[src/core/rtcc_pkg.sv]
package rtcc_pkg;
	// Internal register addresses
	localparam logic [3:0] ADDR_SNAP0    = 4'h0;
	localparam logic [3:0] ADDR_SNAP3    = 4'h3;
	localparam logic [3:0] ADDR_REQUEST  = 4'h4;
	localparam logic [3:0] ADDR_OSC_CTL  = 4'h5;
	localparam logic [3:0] ADDR_LOAD_CFG = 4'h6;
	localparam logic [3:0] ADDR_ALARM0   = 4'h8;
	localparam logic [3:0] ADDR_ALARM3   = 4'hB;
	// Oscillator control field positions
	localparam int BIT_GAIN    = 7;
	localparam int BIT_CRYSTAL = 6;
	localparam int BIT_BIAS2   = 5;
	localparam int BIT_VALID   = 4;
	localparam int BIT_LFO     = 3;
	// Load configuration field positions
	localparam int BIT_AUTOSTEP = 7;
	localparam int BIT_CAPRDY   = 6;
	localparam int CAP_W        = 4;
	// Request register field positions
	localparam int BIT_LOAD_REQ = 1;
	localparam int BIT_SNAP_REQ = 0;
	// Reset values and address increment
	localparam logic [7:0]       RST_BYTE = 8'h00;
	localparam logic [CAP_W-1:0] RST_CAP  = 4'h0;
	localparam logic [3:0]       ADDR_INC = 4'h1;
	// Oscillator settings driven to the analog macro
	typedef struct packed {
		logic             gain_control_enable;
		logic             crystal_mode_select;
		logic             bias_double_enable;
		logic             internal_low_freq_oscillator;
		logic             load_cap_auto_step_enable;
		logic [CAP_W-1:0] load_cap_setting;
	} rtcc_osc_t;
	// Transfer sequencer states
	typedef enum logic [1:0] {
		ST_IDLE = 2'b01,
		ST_XFER = 2'b10
	} rtcc_state_t;
endpackage

[src/core/rtcc_core.sv]
`timescale 1ns/1ps
`default_nettype none
module rtcc_core #(
	parameter int TIMER_W = 32
) (
	input  wire logic               clk,
	input  wire logic               reset_n,
	input  wire logic               addr_wr,
	input  wire logic [7:0]         addr_wdata,
	output logic      [7:0]         indirect_address_register,
	input  wire logic               data_wr,
	input  wire logic [7:0]         data_wdata,
	input  wire logic               data_rd,
	output logic      [7:0]         indirect_data_register,
	input  wire logic               oscillation_valid,
	input  wire logic [TIMER_W-1:0] timer_count,
	output logic                    timer_load_strobe,
	output logic      [TIMER_W-1:0] timer_load_value,
	output rtcc_pkg::rtcc_osc_t     osc_settings
);
	import rtcc_pkg::*;

	localparam int NBYTES = TIMER_W / 8;

	// Only a four-byte timer fits the snapshot address window
	if (TIMER_W != 32) begin : g_bad_width
		$error("rtcc_core: TIMER_W must be 32");
	end

	logic [7:0]         addr_reg, addr_next;       // Indirect address
	logic [7:0]         data_reg, data_next;       // Indirect data byte
	logic [7:0]         snap_reg [NBYTES];         // Timer snapshot bytes
	logic [7:0]         snap_next [NBYTES];
	logic [1:0]         req_reg, req_next;         // Load and snapshot requests
	rtcc_state_t        state_reg, state_next;     // Transfer sequencer
	logic               gain_reg, gain_next;
	logic               xtal_reg, xtal_next;
	logic               bias_reg, bias_next;
	logic               lfo_reg, lfo_next;
	logic               step_reg, step_next;
	logic [CAP_W-1:0]   target_reg, target_next;   // Programmed capacitance
	logic [CAP_W-1:0]   actual_reg, actual_next;   // Capacitance now applied
	logic               strobe_reg, strobe_next;
	logic [TIMER_W-1:0] loadv_reg, loadv_next;
	logic [3:0]         sel;                       // Selected internal register
	logic               auto_inc;                  // Access walks the address
	logic [7:0]         rd_byte;                   // Byte of selected register

	assign sel = addr_reg[3:0];
	// Snapshot and alarm windows advance the address after each access
	assign auto_inc = (sel <= ADDR_SNAP3) || (sel >= ADDR_ALARM0 && sel <= ADDR_ALARM3);

	// Read multiplexer; reserved and unmapped bits read zero
	always_comb begin
		rd_byte = RST_BYTE;
		if (sel <= ADDR_SNAP3) begin
			rd_byte = snap_reg[sel[1:0]];
		end else if (sel == ADDR_REQUEST) begin
			rd_byte[1:0] = req_reg;
		end else if (sel == ADDR_OSC_CTL) begin
			rd_byte[BIT_GAIN]    = gain_reg;
			rd_byte[BIT_CRYSTAL] = xtal_reg;
			rd_byte[BIT_BIAS2]   = bias_reg;
			rd_byte[BIT_VALID]   = oscillation_valid;
			rd_byte[BIT_LFO]     = lfo_reg;
		end else if (sel == ADDR_LOAD_CFG) begin
			rd_byte[BIT_AUTOSTEP]  = step_reg;
			rd_byte[BIT_CAPRDY]    = (actual_reg == target_reg);
			rd_byte[CAP_W-1:0]     = target_reg;
		end
	end

	// Next-state logic for all register state
	always_comb begin
		addr_next   = addr_reg;
		data_next   = data_reg;
		snap_next   = snap_reg;
		req_next    = req_reg;
		state_next  = state_reg;
		gain_next   = gain_reg;
		xtal_next   = xtal_reg;
		bias_next   = bias_reg;
		lfo_next    = lfo_reg;
		step_next   = step_reg;
		target_next = target_reg;
		actual_next = actual_reg;
		strobe_next = 1'b0;
		loadv_next  = loadv_reg;
		// Address register write
		if (addr_wr) begin
			addr_next = addr_wdata;
		end else if ((data_wr || data_rd) && auto_inc) begin
			addr_next[3:0] = sel + ADDR_INC;
		end
		// Indirect read latches the selected byte into the data register
		if (data_rd) begin
			data_next = rd_byte;
		end
		// Indirect write stores the byte and forwards it to the target
		if (data_wr) begin
			data_next = data_wdata;
			if (sel <= ADDR_SNAP3) begin
				snap_next[sel[1:0]] = data_wdata;
			end else if (sel == ADDR_REQUEST) begin
				req_next[BIT_LOAD_REQ] = req_reg[BIT_LOAD_REQ] | data_wdata[BIT_LOAD_REQ];
				req_next[BIT_SNAP_REQ] = req_reg[BIT_SNAP_REQ] | data_wdata[BIT_SNAP_REQ];
			end else if (sel == ADDR_OSC_CTL) begin
				gain_next = data_wdata[BIT_GAIN];
				xtal_next = data_wdata[BIT_CRYSTAL];
				bias_next = data_wdata[BIT_BIAS2];
				lfo_next  = data_wdata[BIT_LFO];
			end else if (sel == ADDR_LOAD_CFG) begin
				step_next   = data_wdata[BIT_AUTOSTEP];
				target_next = data_wdata[CAP_W-1:0];
			end
		end
		// Capacitance walks one code per cycle when stepping, else jumps
		if (!step_reg) begin
			actual_next = target_reg;
		end else if (actual_reg < target_reg) begin
			actual_next = actual_reg + 1'b1;
		end else if (actual_reg > target_reg) begin
			actual_next = actual_reg - 1'b1;
		end
		// Transfer sequencer
		unique case (state_reg)
			ST_IDLE: begin
				if (req_reg != 2'b00) begin
					state_next = ST_XFER;
				end
			end
			ST_XFER: begin
				if (req_reg[BIT_LOAD_REQ]) begin
					for (int i = 0; i < NBYTES; i++) begin
						loadv_next[i*8 +: 8] = snap_reg[i];
					end
					strobe_next = 1'b1;
				end
				if (req_reg[BIT_SNAP_REQ]) begin
					for (int i = 0; i < NBYTES; i++) begin
						snap_next[i] = timer_count[i*8 +: 8];
					end
				end
				// Hardware clear; a request written in this same cycle wins
				req_next[BIT_LOAD_REQ] = data_wr && (sel == ADDR_REQUEST) && data_wdata[BIT_LOAD_REQ];
				req_next[BIT_SNAP_REQ] = data_wr && (sel == ADDR_REQUEST) && data_wdata[BIT_SNAP_REQ];
				state_next = ST_IDLE;
			end
		endcase
	end

	// Register stage
	always_ff @(posedge clk or negedge reset_n) begin
		if (!reset_n) begin
			addr_reg   <= RST_BYTE;
			data_reg   <= RST_BYTE;
			for (int i = 0; i < NBYTES; i++) begin
				snap_reg[i] <= RST_BYTE;
			end
			req_reg    <= 2'b00;
			state_reg  <= ST_IDLE;
			gain_reg   <= 1'b0;
			xtal_reg   <= 1'b0;
			bias_reg   <= 1'b0;
			lfo_reg    <= 1'b0;
			step_reg   <= 1'b0;
			target_reg <= RST_CAP;
			actual_reg <= RST_CAP;
			strobe_reg <= 1'b0;
			loadv_reg  <= '0;
		end else begin
			addr_reg   <= addr_next;
			data_reg   <= data_next;
			snap_reg   <= snap_next;
			req_reg    <= req_next;
			state_reg  <= state_next;
			gain_reg   <= gain_next;
			xtal_reg   <= xtal_next;
			bias_reg   <= bias_next;
			lfo_reg    <= lfo_next;
			step_reg   <= step_next;
			target_reg <= target_next;
			actual_reg <= actual_next;
			strobe_reg <= strobe_next;
			loadv_reg  <= loadv_next;
		end
	end

	// Outputs; internal oscillator overrides the crystal select
	assign indirect_address_register = addr_reg;
	assign indirect_data_register    = data_reg;
	assign timer_load_strobe         = strobe_reg;
	assign timer_load_value          = loadv_reg;
	assign osc_settings.gain_control_enable          = gain_reg;
	assign osc_settings.crystal_mode_select          = xtal_reg & ~lfo_reg;
	assign osc_settings.bias_double_enable           = bias_reg;
	assign osc_settings.internal_low_freq_oscillator = lfo_reg;
	assign osc_settings.load_cap_auto_step_enable    = step_reg;
	assign osc_settings.load_cap_setting             = actual_reg;
endmodule
`default_nettype wire

[config.mk]
export PLATFORM = sky130hd
export DESIGN_NAME = rtcc_core
export DESIGN_NICKNAME = d
export VERILOG_FILES = /design/src/core/rtcc_pkg.sv /design/src/core/rtcc_core.sv
export SDC_FILE = /design/constraint.sdc
export NUM_CORES = 1
export LEC_CHECK = 0
export ABC_AREA = 1
export BUFFER_PORTS_ARGS = -buffer_cell sky130_fd_sc_hd__buf_2
export CAP_MARGIN = 20
export CORE_AREA = 4 4 139 155
export CTS_CLUSTER_SIZE = 14
export DETAILED_ROUTE_END_ITERATION = 12
export DIE_AREA = 0 0 143 159
export PLACE_DENSITY_LB_ADDON = 0.1
export SKIP_LAST_GASP = 1
export SLEW_MARGIN = 20
export SYNTH_ARGS = -nofsm -noshare
export SYNTH_HDL_FRONTEND = slang
export SYNTH_SLANG_ARGS = --single-unit
export TNS_END_PERCENT = 10
[constraint.sdc]
create_clock -name clk -period 3.7 [get_ports clk]
set_input_delay 0.185 -clock clk [delete_from_list [all_inputs] [get_ports clk]]
set_output_delay 0.185 -clock clk [all_outputs]
set_load 0.02 [all_outputs]
Yosys cells after proc, flatten, opt, wreduce, memory -nomap -nowiden --
Cells that the tools add are included. Widths: inputs -> output; s select.
Word-level totals: bits in registers 98, input port bits 54, output and inout bits 58, logic and storage cells 96
Operators by class: add/sub/neg operators 3, magnitude comparators 7, eq/ne operators 9, multiplexer cells 34, bitwise logic cells 8, reduce and logical (&&, ||, !) cells 17
Operators by type and width (count):
- $mux 32 | 4
- $mux 8 | 6
- $bwmux 32 | 1
- $mux 4 | 6
- $mux 2 | 9
- $bmux 8 s2 | 1
- $demux 8 s2 | 1
- $eq 4x3->1 const B | 3
- $reduce_bool 2->1 | 5
- $add 4x1->4 const B | 2
- $logic_and 1x1->1 | 6
- $mux 6 | 1
- $reduce_and 5->1 | 1
- $eq 4x4->1 | 1
- $ge 4x4->1 const B | 1
- $gt 4x4->1 | 1
- $le 4x2->1 const B | 1
- $le 4x4->1 const B | 1
- $lt 4x4->1 | 1
- $not 1->1 | 4
- $pmux 2 s2 | 1
- $reduce_and 4->1 | 1
- $sub 4x1->4 const B | 1
- $ge 3x3->1 const B | 1
- other kinds (14) | 18

Logic depth before layout (Yosys ltp) --
Gate-level depths: netlist (run 1).
word-level depth 10, mapped depth 16

Worst setup path after synthesis (run 1) --
OpenSTA, ideal clock, no wires.
kind register to register, start point register actual_reg[3], end point register actual_reg[3], library setup time 0.117 ns, data arrival time 2.008 ns, required time 3.583 ns, path slack 1.575 ns, cell stages (with the launch flop) 15, clock period less this slack 2.125 ns, path through dfrtp_1 > ha_1 > nand2_1 > inv_1 > nand2_1 > nand2_1 > ha_1 > a21oi_1 > nand2_1 > nand2_1 > nand2_1 > nand2_1 > nand3_1 > nand2_1 > nand2_1
Between the ends: word-level cells in the longest chain between the ends 4
RTL lines:
- from (decl) | RTL line rtcc_core.sv:42 | logic [CAP_W-1:0] actual_reg, actual_next;
- from (signal assigned) | RTL line rtcc_core.sv:183 | actual_reg <= actual_next;
- $sub 4x1->4 | RTL line rtcc_core.sv:123 | actual_next = actual_reg - 1'b1;
- $mux 4 | RTL line rtcc_core.sv:122 | end else if (actual_reg > target_reg) begin
- $mux 4 | RTL line rtcc_core.sv:120 | end else if (actual_reg < target_reg) begin
- $mux 4 | RTL line rtcc_core.sv:118 | if (!step_reg) begin
Several ways; a longest one is shown, not always the timed one. The select of a mux whose other input is x is not followed. A chain may end at the register's enable or synchronous reset.

Worst setup path in the final report (run 1) --
Ends and elaborated chain as after synthesis.

==> results.txt, run 1 <==
static leakage: 0.00303 uW
Slowest Stage Delay on Critical Path: 0.43 ns
mean post-synth cell area: 8.11 um^2
number of diodes: 0
Clock Skew: 0.00842 ns
Via density: 4.57
status: finished, final reports clean
area of the multi-input gates: 2080 um^2
most common cell after layout, fill and taps aside: nand2_1
CP most frequent cell: nand2_1
crit-path cells: ha_1 -> nand2_1 -> inv_1 -> nand2_1 -> nand2_1 -> ha_1 -> a21oi_1 -> nand2_1 -> nand2_1 -> nand2_1 -> nand2_1 -> nand3_1 -> nand2_1 -> nand2_1
Max Cap Viol: 0
Max Transition Viols Final: 0
via count: 4395
setup-violating endpoint count in the final report: 0
fraction of registers with async set/reset: 1.00
yosys warns: 0
Critical Path Source Type: flip-flop
DR WL/cell: 17.2 um
NumNets Final: 769
Crit Path Category: flip-flop to flip-flop
Longest Clk Path Bufs: 2
post-CTS setup buffer count: 0
vias in the first global route: 4546
most frequent cells in the layout: nand2_1 (200), buf_2 (110), dfrtp_1 (97)
HPWL Detailed: 12400 um
Inserted Clock Buffers: 9
Root Buffer: clkbuf_16
Crit path arrival time: 2.50 ns
port buffer count: 111
layout cells sized above 1: 0.210
synth unique cells: 33
worst path required time: 3.95 ns
largest net degree at the start of global routing: 47
Tmin final: 2.25 ns
net count after synthesis: 671
WL final: 16500 um
Max VDD drop: 0.000340 V
chip height: 159 um
Core Area: 19800 um^2
post-synthesis sequential area ratio: 0.499
power per cell area: 821 nW/um^2
grt total ovfl: 0
Worst-Margin Slew: 0.737 ns
type of the most critical hold path: input port to flip-flop
remaining antenna violation count: 0
Layout area overhead: 21.1%
drt drc: 0
# IOs: 112
Post-Synthesis Cell Area: 4910 um^2
drt initial violations: 253
Syn Inst Count: 606
hold_ws: 0.0278 ns
CP endpoint kind: flip-flop
Fmax achieved: 0.445 GHz
CTS H-Tree Depth: 3
TritonCTS clock tree: done
relative slew slack: 0.507
CP Max Fanout: 8
# fillers: 2189
Cell Rows: 54
Final Cycle Share: 0.608
CP max-delay cell: dfrtp_1
gpl congestion: 0.796
Synth Register Bits: 98
chip width: 143 um
Hold Violations, Final: 0
Detailed Routing Iterations Pass 1: 4
Final WS setup: 1.45 ns
clock sink total: 98
first-pass GRT wire length: 25800 um
pre-CTS WS: 1.46 ns
setup TNS: 0 ns
die area: 22700 um^2
clock-pin slew on the worst setup and hold paths: 0.07 ns
dominant synthesized flop cell: dfrtp_1
fin util: 0.301
unrepaired setup endpoints after global routing: false
worst skew pair latency: 0.35 ns
Reg area: 2450 um^2
Starting Density: 0.248
GRT Total Usage: 0.147
Post-synth EDFFs: 0
initial antenna violation count: 0
## critical path: cells and delay by family, from the launching register on
kind	cells	cell delay (ns)
DFF	1	0.43
and+or+nand+nor	10	0.78
AOI/OAI and AO/OA	1	0.18
adders and majority gates	2	0.70
buffers and inverters	1	0.05
## synth_stat cells (4+ instances only)
master	instances	area, um^2
nand3_1	48	240
nor2_1	46	173
inv_1	43	161
a31oi_1	37	231
a22oi_1	5	37.5
nor2_4	4	45.0
o22ai_1	4	25.0
ha_1	10	125
dfrtp_1	97	2430
clkbuf_1	6	22.5
buf_6	4	45.0
nand2_1	200	751
o21ai_0	27	135
o21ai_1	15	75.1
inv_2	6	22.5
buf_4	6	45.0
buf_2	12	60.1
o211ai_1	6	45.0
a21oi_1	13	65.1
## layout make-up
class / count / area share
clock buffer: 13 / 0.0437
sequential: 98 / 0.412
tap: 252 / 0.0530
multi-input combinational: 428 / 0.350
timing repair buffer: 117 / 0.102
inverter: 50 / 0.0315
clock inverter: 3 / 0.00799
## per-layer routing
metal / part of all wire / GRT usage
met3: 0.048 / 0.0234
met2: 0.48 / 0.233
met1: 0.46 / 0.204
met4: 0.013 / 0.0497
met5: 0 / 0
## kinds of logic (layout without fill, tap and decap cells)
family | after synthesis | after routing | synth area share
AOI/OAI and AO/OA | 109 | 109 | 0.128
xor gates and xnor gates | 1 | 1 | 0.00178
adders and majority gates | 11 | 11 | 0.0295
buffers and inverters | 80 | 183 | 0.0769
DFF | 98 | 98 | 0.499
and+or+nand+nor | 307 | 307 | 0.264
## worst paths after layout
check / start / end / slack, ns / cells past startpoint
setup reg to reg: actual_reg[3] / actual_reg[3] / 1.45 / 14
max in group asynchronous: reset_n / state_reg[0] / 2.54 / 3
hold / removal: addr_wdata[5] / indirect_address_register[5] / 0.03 / 3
min in group asynchronous: reset_n / timer_load_strobe / 0.33 / 2
hold reg to reg: timer_load_value[21] / timer_load_value[21] / 0.47 / 2
setup / recovery: actual_reg[3] / actual_reg[3] / 1.45 / 14
## what timing repair did
action,in CTS,in global routing
hold buffers,1,0
endpoints found under the hold margin,32,0
resized for setup,0,0
## power by group
| group | switching (uW) | leakage [uW] | internal, uW |
|---|---|---|---|
| clock network | 421 | 0.000150 | 565 |
| logic | 1290 | 0.00171 | 685 |
| registers | 375 | 0.00117 | 1550 |
## per-stage QoR
stage	cells	instance area [um^2]	power [uW]
after floorplan	606	4910	3260
after global placement	944	5630	3920
after detailed placement	944	5630	3950
after CTS	961	5950	4970
after global routing	961	5950	5310
final	961	5950	4890
Power figures use the tool's default switching activity.
==> inputs of run 2 (changes only) <==
==> constraint.sdc (replaced) <==
create_clock -name clk -period 2.08 [get_ports clk]
set_input_delay 0.104 -clock clk [delete_from_list [all_inputs] [get_ports clk]]
set_output_delay 0.104 -clock clk [all_outputs]
set_load 0.02 [all_outputs]
==> run 2 against run 1 <==
  * Non-clock buffer count grew 20
  * Largest cell class unchanged
  * First-iteration DRC count grew 15%
  * Worst hold slack lost 0.018 ns
  * Total power grew 88%
  * Die area is the same
  * Fmax grew 13%
  * Critical endpoint is now actual_reg[2]
  * Sequential share of layout area shrank 1.8 points
  * Clock skew grew 0.0023 ns
==> results.txt, run 2 (synthesized netlist as in run 1, its figures left out) <==
largest net degree at the start of global routing: 65
unrepaired setup endpoints after global routing: false
chip width: 143 um
clock sink total: 98
# fillers: 2202
Non-Filler Instances: 981
Core Area: 19800 um^2
Root Buffer: clkbuf_16
Hold Violations, Final: 0
most common cell after layout, fill and taps aside: nand2_1
drt initial violations: 290
Crit path arrival time: 2.25 ns
Inserted Clock Buffers: 9
Tmin final: 1.98 ns
Worst-Margin Slew: 0.462 ns
first-pass GRT wire length: 26000 um
die area: 22700 um^2
via count: 4460
Critical Path Source Type: flip-flop
Power, Total: 9180 uW
Longest Clk Path Bufs: 2
remaining antenna violation count: 0
setup-violating endpoint count in the final report: 0
status: finished, final reports clean
Final Cycle Share: 0.953
GRT Total Usage: 0.147
worst skew pair latency: 0.36 ns
number of diodes: 0
WL final: 16600 um
static leakage: 0.00316 uW
CTS H-Tree Depth: 3
chip height: 159 um
Max Transition Viols Final: 0
initial antenna violation count: 0
vias in the first global route: 4652
most frequent cells in the layout: nand2_1 (199), buf_2 (110), dfrtp_1 (95)
clock-pin slew on the worst setup and hold paths: 0.08 ns
type of the most critical hold path: input port to flip-flop
Inst Count DP: 958
NumNets Final: 789
port buffer count: 111
Fmax achieved: 0.505 GHz
layout cells sized above 1: 0.243
Detailed Routing Iterations Pass 1: 4
Cell Rows: 54
Clock Skew: 0.0107 ns
relative slew slack: 0.692
Max VDD drop: 0.000693 V
Via density: 4.55
Max Cap Viol: 0
TritonCTS clock tree: done
Layout area overhead: 26.8%
CP endpoint kind: flip-flop
Crit Path Category: flip-flop to flip-flop
HPWL Detailed: 12300 um
grt total ovfl: 0
DR WL/cell: 16.9 um
worst path required time: 2.35 ns
power per cell area: 1470 nW/um^2
CP Max Fanout: 6
drt drc: 0
# IOs: 112
gpl congestion: 0.780
Starting Density: 0.248
## run 2: cell types whose count changed in the layout (fill, tap and decap cells not counted), moves of 2 or more
cell	delta
buf_4	+12
a21oi_1	-3
dfrtp_2	+2
inv_6	+3
ha_1	-2
buf_12	+4
clkbuf_1	-2
ha_4	+2
dlygate4sd3_1	+4
clkbuf_8	-2
dfrtp_1	-2
a21oi_2	+3
## run 2: stage by stage
step	hold slack, ns	worst slack, ns	instance area, um^2	util	TNS [ns]
after floorplan	-0.192	0.0410	4920	-	0
after global routing	0.0167	0.0202	6230	0.315	0
after detailed placement	0.0645	-0.00122	5790	0.293	-0.00122
after global placement	0.0555	0.0659	5790	0.293	0
final	0.00990	0.0985	6230	0.315	0
after CTS	0.00708	0.00273	6170	0.312	0
## run 2: worst paths after layout
path,depth (start not counted),slack (ns),end,startpoint
min reg2reg,2,0.47,timer_load_value[16],timer_load_value[16]
min,3,0.01,snap_reg[16],timer_count[8]
min in group asynchronous,2,0.24,timer_load_value[18],reset_n
max reg2reg,10,0.1,actual_reg[2],actual_reg[2]
max in group asynchronous,4,1.11,timer_load_value[6],reset_n
max,10,0.1,actual_reg[2],actual_reg[2]
## run 2: routing by layer
layer	global-route usage	routed length [um]	share of wire
met2	0.239	7970	0.48
met1	0.202	7530	0.45
met4	0.0328	78	0.0047
met5	0	0	0
met3	0.0285	985	0.059
## run 2: critical path, stage by stage (launching register included)
cell	delay, ns
dfrtp_2	0.42
ha_1	0.29
nand2_1	0.08
inv_1	0.04
nand2_1	0.09
nand2_4	0.09
buf_4	0.15
fa_2	0.34
a21oi_2	0.12
o21ai_0	0.10
a31oi_1	0.17
## run 2: what timing repair did
action | 4_1_cts | 5_1_grt
setup endpoints to repair | 1 | 2
resized for setup | 1 | 8
hold buffers | 5 | 0
setup buffers | 0 | 2
hold endpoints to repair | 29 | 0
## run 2: layout make-up
cell class	instances	area, um^2	share of cell area
clock buffers	9	225	0.0362
clock inverters	7	100	0.0161
inverters	50	188	0.0301
multi-input cells	428	2130	0.342
flip-flops and latches	98	2460	0.394
well taps	252	315	0.0506
repair buffers	137	816	0.131
## run 2: power by group
group          switching, uW  internal (uW)  total, uW
Clock                    799           1070       1870
Combinational           2470           1500       3970
Sequential               579           2770       3350
